$ cat src/common/counter_meas_regs.svh
`ifndef COUNTER_MEAS_REGS_SVH
`define COUNTER_MEAS_REGS_SVH

// Register byte offsets inside one channel window
`define OFS_MODE        5'h00
`define OFS_PRE0        5'h04
`define OFS_PRE1        5'h08
`define OFS_LATCH       5'h0c
`define OFS_COUNT       5'h10
`define OFS_CMD         5'h14
// Global gate half-period register
`define OFS_GATE        8'h80

// Command register bits (write one to act, read as zero)
`define CMD_LATCH       0
`define CMD_PRELOAD     1

// Clock mode codes
`define CLK_QUAD_X2     3'h2
`define CLK_QUAD_X4     3'h3
`define CLK_SINGLE      3'h4
`define CLK_SINGLE_X2   3'h5
`define CLK_SINGLE_ALT  3'h6
`define CLK_INTERNAL    3'h7

// Trigger field codes and index source code
`define TRIG_NONE       2'h0
`define TRIG_INDEX      2'h1
`define SRC_GATE        1'b1

// Reset values
`define MODE_RST        17'h0_0007
`define GATE_PER_RST    32'h000f_423f

// Timing
`define SYS_CLK_HZ      100000000
`define INT_CLK_HZ      10000000
`define INT_DIV         (`SYS_CLK_HZ / `INT_CLK_HZ)

`endif

$ cat src/common/counter_meas_pkg.sv
package counter_meas_pkg;

  typedef struct packed {
    logic       out_pol;
    logic [1:0] out_mode;
    logic       idx_src;
    logic       preload_mode_field;
    logic [1:0] cd;
    logic [1:0] count_enable_trigger_field;
    logic [1:0] lat_sel;
    logic [1:0] pl_trig;
    logic       idx_pol;
    logic [2:0] clk_mode;
  } mode_t;

  typedef struct packed {
    logic clk_a;
    logic clk_b;
    logic index;
  } pins_t;

  typedef struct packed {
    mode_t       mode;
    logic [31:0] pre0;
    logic [31:0] pre1;
    logic [31:0] cnt;
    logic [31:0] lat;
    logic        run;
    logic        idx_prev;
    logic        use_pre1;
    logic [2:0]  a_s;
    logic [2:0]  b_s;
    logic [2:0]  x_s;
  } chan_t;

  typedef struct packed {
    chan_t [3:0] ch;
    logic [3:0]  div;
    logic [31:0] gate_per;
    logic [31:0] gate_cnt;
    logic        gate;
    logic [31:0] rdata;
  } state_t;

endpackage : counter_meas_pkg

$ cat src/hw/counter_meas.sv
// Operation
// - Index leading edge starts counting when enabled
// - Index trailing edge stops counting when selected
// - Index leading edge copies count into latch
// - Latch each result, restart, latch always readable
// - Index leading edge loads first preload register, alternating with second in preload mode
// - Period mode counts from first leading edge
// - Clock mode 4 counts first clock input
// - Index source picks pin or shared gate
// - Index polarity 0 means active high
// - Gated counting only while gate is active
// - High second clock input counts upward in single-clock and internal modes
// - Accept 10/5/2.5 MHz input rates
`timescale 1ns/1ns
`include "counter_meas_regs.svh"

module counter_meas (
  // Clock and reset
  input  wire logic                          pclk,
  input  wire logic                          presetn,
  // APB slave
  input  wire logic                          psel,
  input  wire logic                          penable,
  input  wire logic                          pwrite,
  input  wire logic [7:0]                    paddr,
  input  wire logic [31:0]                   pwdata,
  output logic      [31:0]                   prdata,
  output logic                               pready,
  output logic                               pslverr,
  // Counter pins, one group per channel
  input  wire counter_meas_pkg::pins_t [3:0] pins,
  // Shared time gate
  output logic                               time_gate
);

  counter_meas_pkg::state_t s_reg;
  counter_meas_pkg::state_t s_next;

  logic int_tick;
  logic acc;
  logic wr;

  function automatic logic addr_ok(input logic [7:0] a);
    if (a[1:0] != 2'h0)
      addr_ok = 1'b0;
    else if (a[7])
      addr_ok = (a == `OFS_GATE);
    else
      addr_ok = (a[4:0] <= `OFS_CMD);
  endfunction : addr_ok

  function automatic logic [31:0] quad_step(
    input logic [2:0] md,
    input logic       a,
    input logic       ap,
    input logic       b,
    input logic       bp
  );
    logic tick;
    logic up;
    tick = 1'b0;
    up   = a ^ bp;
    if (md == `CLK_QUAD_X4)
      tick = (a ^ ap) | (b ^ bp);
    else if (md == `CLK_QUAD_X2)
      tick = a ^ ap;
    else
      tick = a & ~ap;
    if (!tick)
      quad_step = 32'h0000_0000;
    else if (up)
      quad_step = 32'h0000_0001;
    else
      quad_step = 32'hffff_ffff;
  endfunction : quad_step

  assign acc       = psel & penable;
  assign wr        = acc & pwrite & addr_ok(paddr);
  assign pready    = 1'b1;
  assign pslverr   = acc & ~addr_ok(paddr);
  assign prdata    = s_reg.rdata;
  assign time_gate = s_reg.gate;

  always_comb begin
    logic [31:0] step;
    logic        idx;
    logic        act;
    logic        lead;
    logic        trail;
    logic        tick;
    logic [1:0]  ci;
    step   = 32'h0000_0000;
    idx    = 1'b0;
    act    = 1'b0;
    lead   = 1'b0;
    trail  = 1'b0;
    tick   = 1'b0;
    ci     = paddr[6:5];
    s_next = s_reg;

    // Internal count clock as a one-cycle enable
    int_tick = (s_reg.div == 4'(`INT_DIV - 1));
    s_next.div = int_tick ? 4'h0 : s_reg.div + 4'h1;

    // Shared time gate: square wave, half-period in internal ticks
    if (int_tick) begin
      if (s_reg.gate_cnt >= s_reg.gate_per) begin
        s_next.gate_cnt = 32'h0000_0000;
        s_next.gate     = ~s_reg.gate;
      end else begin
        s_next.gate_cnt = s_reg.gate_cnt + 32'h0000_0001;
      end
    end

    for (int i = 0; i < 4; i++) begin
      // Two-stage synchronisers, third stage holds the previous level
      s_next.ch[i].a_s = {s_reg.ch[i].a_s[1:0], pins[i].clk_a};
      s_next.ch[i].b_s = {s_reg.ch[i].b_s[1:0], pins[i].clk_b};
      s_next.ch[i].x_s = {s_reg.ch[i].x_s[1:0], pins[i].index};

      // Index routing and polarity
      idx = (s_reg.ch[i].mode.idx_src == `SRC_GATE) ?
            s_reg.gate : s_reg.ch[i].x_s[1];
      act   = idx ^ s_reg.ch[i].mode.idx_pol;
      lead  = act & ~s_reg.ch[i].idx_prev;
      trail = ~act & s_reg.ch[i].idx_prev;
      s_next.ch[i].idx_prev = act;

      // Count source and direction
      unique case (s_reg.ch[i].mode.clk_mode)
        `CLK_INTERNAL:
          tick = int_tick;
        `CLK_SINGLE, `CLK_SINGLE_ALT:
          tick = s_reg.ch[i].a_s[1] & ~s_reg.ch[i].a_s[2];
        `CLK_SINGLE_X2:
          tick = s_reg.ch[i].a_s[1] ^ s_reg.ch[i].a_s[2];
        default:
          tick = 1'b0;
      endcase
      if (s_reg.ch[i].mode.clk_mode >= `CLK_SINGLE)
        step = !tick ? 32'h0000_0000 :
               s_reg.ch[i].b_s[1] ? 32'h0000_0001 :
               32'hffff_ffff;
      else
        step = quad_step(s_reg.ch[i].mode.clk_mode,
                         s_reg.ch[i].a_s[1], s_reg.ch[i].a_s[2],
                         s_reg.ch[i].b_s[1], s_reg.ch[i].b_s[2]);

      // Enable and disable
      if (s_reg.ch[i].mode.count_enable_trigger_field == `TRIG_NONE)
        s_next.ch[i].run = 1'b1;
      else if (s_reg.ch[i].mode.count_enable_trigger_field == `TRIG_INDEX && lead)
        s_next.ch[i].run = 1'b1;
      if (s_reg.ch[i].mode.cd == `TRIG_INDEX && trail)
        s_next.ch[i].run = 1'b0;

      // Count; a gated channel counts only while its gate is active
      if (s_reg.ch[i].run &&
          (s_reg.ch[i].mode.idx_src != `SRC_GATE || act))
        s_next.ch[i].cnt = s_reg.ch[i].cnt + step;

      // Latch the finished measurement on the leading edge
      if (s_reg.ch[i].mode.lat_sel == `TRIG_INDEX && lead)
        s_next.ch[i].lat = s_reg.ch[i].cnt;

      // Preload restarts the next measurement
      if (s_reg.ch[i].mode.pl_trig == `TRIG_INDEX && lead) begin
        s_next.ch[i].cnt = s_reg.ch[i].use_pre1 ?
                           s_reg.ch[i].pre1 : s_reg.ch[i].pre0;
        s_next.ch[i].use_pre1 = s_reg.ch[i].mode.preload_mode_field &
                                ~s_reg.ch[i].use_pre1;
      end
    end

    // Register writes
    if (wr) begin
      if (paddr[7]) begin
        s_next.gate_per = pwdata;
      end else begin
        unique case (paddr[4:0])
          `OFS_MODE: begin
            s_next.ch[ci].mode = counter_meas_pkg::mode_t'(pwdata[16:0]);
            s_next.ch[ci].use_pre1 = 1'b0;
          end
          `OFS_PRE0:
            s_next.ch[ci].pre0 = pwdata;
          `OFS_PRE1:
            s_next.ch[ci].pre1 = pwdata;
          `OFS_CMD: begin
            if (pwdata[`CMD_LATCH])
              s_next.ch[ci].lat = s_reg.ch[ci].cnt;
            if (pwdata[`CMD_PRELOAD])
              s_next.ch[ci].cnt = s_reg.ch[ci].pre0;
          end
          default: begin
          end
        endcase
      end
    end

    // Read data captured in the setup cycle
    if (psel && !penable && !pwrite) begin
      s_next.rdata = 32'h0000_0000;
      if (addr_ok(paddr)) begin
        if (paddr[7]) begin
          s_next.rdata = s_reg.gate_per;
        end else begin
          unique case (paddr[4:0])
            `OFS_MODE:
              s_next.rdata = {15'h0000, s_reg.ch[ci].mode};
            `OFS_PRE0:
              s_next.rdata = s_reg.ch[ci].pre0;
            `OFS_PRE1:
              s_next.rdata = s_reg.ch[ci].pre1;
            `OFS_LATCH:
              s_next.rdata = s_reg.ch[ci].lat;
            `OFS_COUNT:
              s_next.rdata = s_reg.ch[ci].cnt;
            default:
              s_next.rdata = 32'h0000_0000;
          endcase
        end
      end
    end
  end

  always_ff @(posedge pclk or negedge presetn) begin
    if (!presetn) begin
      s_reg <= '0;
      s_reg.gate_per <= `GATE_PER_RST;
      for (int i = 0; i < 4; i++) begin
        s_reg.ch[i].mode <= counter_meas_pkg::mode_t'(`MODE_RST);
      end
    end else begin
      s_reg <= s_next;
    end
  end

endmodule : counter_meas

$ cat config.mk
export PLATFORM = sky130hd
export DESIGN_NAME = counter_meas
export DESIGN_NICKNAME = d
export VERILOG_FILES = /design/src/common/counter_meas_pkg.sv /design/src/hw/counter_meas.sv
export VERILOG_INCLUDE_DIRS = /design/src /design/src/common
export SDC_FILE = /design/constraint.sdc
export NUM_CORES = 2
export LEC_CHECK = 0
export BUFFER_PORTS_ARGS = -buffer_cell sky130_fd_sc_hd__buf_2
export CAP_MARGIN = 20
export CORE_UTILIZATION = 55
export CTS_CLUSTER_SIZE = 12
export DETAILED_ROUTE_END_ITERATION = 12
export PLACE_DENSITY = 0.81
export SLEW_MARGIN = 10
export SYNTH_ARGS = -nofsm -noshare
export SYNTH_HDL_FRONTEND = slang
export SYNTH_SLANG_ARGS = --single-unit
export TNS_END_PERCENT = 5
$ cat constraint.sdc
create_clock -name pclk -period 5.6 [get_ports pclk]
set_input_delay 0.84 -clock pclk [delete_from_list [all_inputs] [get_ports pclk]]
set_output_delay 0.84 -clock pclk [all_outputs]
set_load 0.01 [all_outputs]
==> impl_metrics.ini <==
[timing]
worstMarginPinSlew_ns = 1.13
fin_crit_ns = 5.35
rsz0062_at_grt = false
fin_ws_ns = 0.254
slew_headroom = 0.245
fmax_mhz = 187
finalCritPeriodShare = 0.955
final-setup-viol-count = 0
fin_worst_skew_ns = 0.0249
drv_slew = 0
hold_violations = 0

[logic_synthesis]
ys_warn_count = 0
synth.cell_area_sq_um = 43800
synth_edf_count = 0
syn_inst = 4195
syn_nets = 4424
yosysUniqueCellTypes = 92
synth_ff_type = dfrtp_1
yosysSeqAreaShare = 0.415
synth-seq-cells = 725
avgSynthCellArea_sq_um = 10.4
postSynth.asyncResetShare = 1.00

[drt]
wl_um = 160000
wire_per_inst_um = 30.3
firstDrtPassIters = 7
antenna_left = 0
viasPerCell = 6.96
detail_route.iter0.violations = 4911
route.detailed.drc = 0
num_vias = 36600

[critical_path]
worst_setup_path_start_kind = flop
critPathMaxStageDelay_ns = 0.52
crit_path_cell_trace = nor4bb_4, buf_4, nand2_1, o211ai_1, o211ai_1, a2bb2oi_2, inv_1, ha_1, nor2b_1, o31ai_2, a311oi_1, o21ai_1, o311ai_2, a221oi_2, nor2_1, a221oi_1, xor2_1, a221oi_1
worstPathRequired_ns = 6.13
arrival_ns = 5.88
end_kind = flop
crit_path_top_delay_cell = nor4bb_4
path_class = flop to flop
worstPathMaxFanout = 15
cp_num_buf_inv = 2
critPathTopFamily = compound AO/OA/AOI/OAI gates

[power]
ir_drop_mv = 0.373
p_leak_nw = 20.9
power.density_nw_per_um2 = 372

[place]
postPlaceCellArea_sq_um = 45300
place.gp.congestion = 1.06
hpwl_um = 112000
detailedPlace.worstSlack_ns = -0.0863
io_buffer_count = 90

[global_route]
antenna_found_initial = 18
met1_usage = 0.517
grtUsageTotal = 0.394
gr-usage-met3 = 0.145
gr-total-overflow = 0
use_met2 = 0.561
grt_pass1_wl_um = 236000
grt_pass1_vias = 36000
grt_max_degree = 132
grt_busiest_layer = met2

[run_status]
status = finished, final reports clean

[die]
dieArea_sq_um = 80800
core_sq_um = 78900
pin_count = 92
die_x_um = 284
rows = 103
chipHeight_um = 284
initial_core_util = 0.556

[cts]
h-tree-depth = 3
clock_sinks = 725
clk_latency_ns = 0.65
clockBufferDepth = 3
cts_root_buf = clkbuf_16
cts_hold_buf = 0
cts_buffers = 79
cts_tree = built
path_clk_slew_ns = 0.06
post_cts.repair.setup_buffers = 0

[min_path]
worstHoldPathType = input pin to async pin

[final_layout]
final_common_cell = dfrtp_1
layout-drive-gt1-share = 0.226
largest_reg_flops = 692
final_area_sq_um = 47900
areaGrowthSynthToFinish_pct = 9.29
nFillCells = 6310
layout.nets = 4377
final_cell_mix = 697 x dfrtp_1, 481 x nand2_1, 398 x mux2_2, 378 x o21ai_0, 243 x a21oi_1

[job]
cap_violations = 0
==> Yosys cell counts (all sizes together), types with 19 or more instances <==
library cell	number	area share
clkbuf	231	0.020
a31oi	33	0.0047
a21oi	243	0.028
buf	87	0.011
xnor2	63	0.013
nand3	55	0.0063
and3	23	0.0033
a211oi	23	0.0039
mux2	402	0.10
a21o	73	0.013
inv	89	0.0076
a22oi	66	0.011
dfrtp	701	0.40
mux2i	220	0.050
nand2	482	0.041
dfstp	24	0.014
nand4	25	0.0037
nor2	201	0.017
o211ai	31	0.0053
nand2b	19	0.0027
o21ai	400	0.046
ha	168	0.048
mux4	144	0.074
xor2	63	0.013
a221oi	26	0.0053
nor2b	31	0.0044
o22ai	21	0.0030
==> area by class of cell <==
class	count	area (sq um)	share of cell area
sequential	725	18200	0.379
clock inverter	26	273	0.00569
tap	1050	1310	0.0274
antenna	7	17.5	0.000366
inverter	89	334	0.00697
timing repair buffer	190	1340	0.0279
clock buffer	113	2260	0.0471
multi-input combinational	3063	24200	0.505
==> worst reg2reg max path: stages (launching register included) <==
cell	delay, ns
dfrtp_1	0.45
nor4bb_4	0.52
buf_4	0.21
nand2_1	0.05
o211ai_1	0.09
o211ai_1	0.16
a2bb2oi_2	0.25
inv_1	0.50
ha_1	0.38
nor2b_1	0.18
o31ai_2	0.33
a311oi_1	0.24
o21ai_1	0.46
o311ai_2	0.18
a221oi_2	0.37
nor2_1	0.14
a221oi_1	0.30
xor2_1	0.12
a221oi_1	0.32
==> worst paths after layout <==
| check | startpoint | cells after the start | to | slack [ns] |
|---|---|---|---|---|
| worst max-delay path | s_reg[98] | 18 | s_reg[489] | 0.25 |
| worst min-delay path | presetn | 1 | s_reg[57] | 0.29 |
| worst max register to register | s_reg[98] | 18 | s_reg[489] | 0.25 |
| worst min register to register | s_reg[104] | 0 | s_reg[105] | 0.33 |
| max in group asynchronous | presetn | 2 | s_reg[505] | 4.02 |
| min in group pclk | pins[4] | 1 | s_reg[261] | 0.30 |
==> cells by family (layout without fill, tap and decap cells) <==
family          Yosys count  after routing  share of synthesized area
xor+xnor                126            126                     0.0252
flops                   725            725                      0.415
fa+ha+maj               172            172                     0.0498
mux                     766            766                      0.228
buf+inv                 407            418                     0.0387
compound gates         1062           1062                      0.149
other cells               1              8                  0.0000856
simple gates            936            936                     0.0953
==> metal layers <==
metal,share of wire,routed length [um]
met3,0.14,22400
met1,0.37,59800
met4,0.065,10300
met2,0.42,66900
met5,0.00081,129
==> repair_timing <==
item / in CTS / in global routing
resized for setup: 1 / 1
hold endpoints to repair: 0 / 0
cloned: 0 / 0
setup endpoints to repair: 4 / 10
==> where the power goes <==
part / leakage, nW / internal, mW / switching [mW]
Combinational: 10.8 / 2.32 / 3.18
Sequential: 8.94 / 5.93 / 1.15
Clock: 1.24 / 2.96 / 2.28
Total: 20.9 / 11.2 / 6.60
==> stage by stage <==
| stage | utilization | hold WS [ns] | cells | setup TNS, ns | total power, mW |
|---|---|---|---|---|---|
| after CTS | 0.607 | 0.271 | 5254 | 0 | 17.6 |
| after global placement | 0.574 | 0.335 | 5115 | -0.0126 | 12.2 |
| final | 0.607 | 0.287 | 5263 | 0 | 17.8 |
| after global routing | 0.607 | 0.301 | 5258 | 0 | 18.5 |
| after detailed placement | 0.574 | 0.335 | 5115 | -0.148 | 12.3 |
| after floorplan | - | 0.405 | 4195 | 0 | 10.5 |
Note: power is estimated with default switching activity, not from simulation.
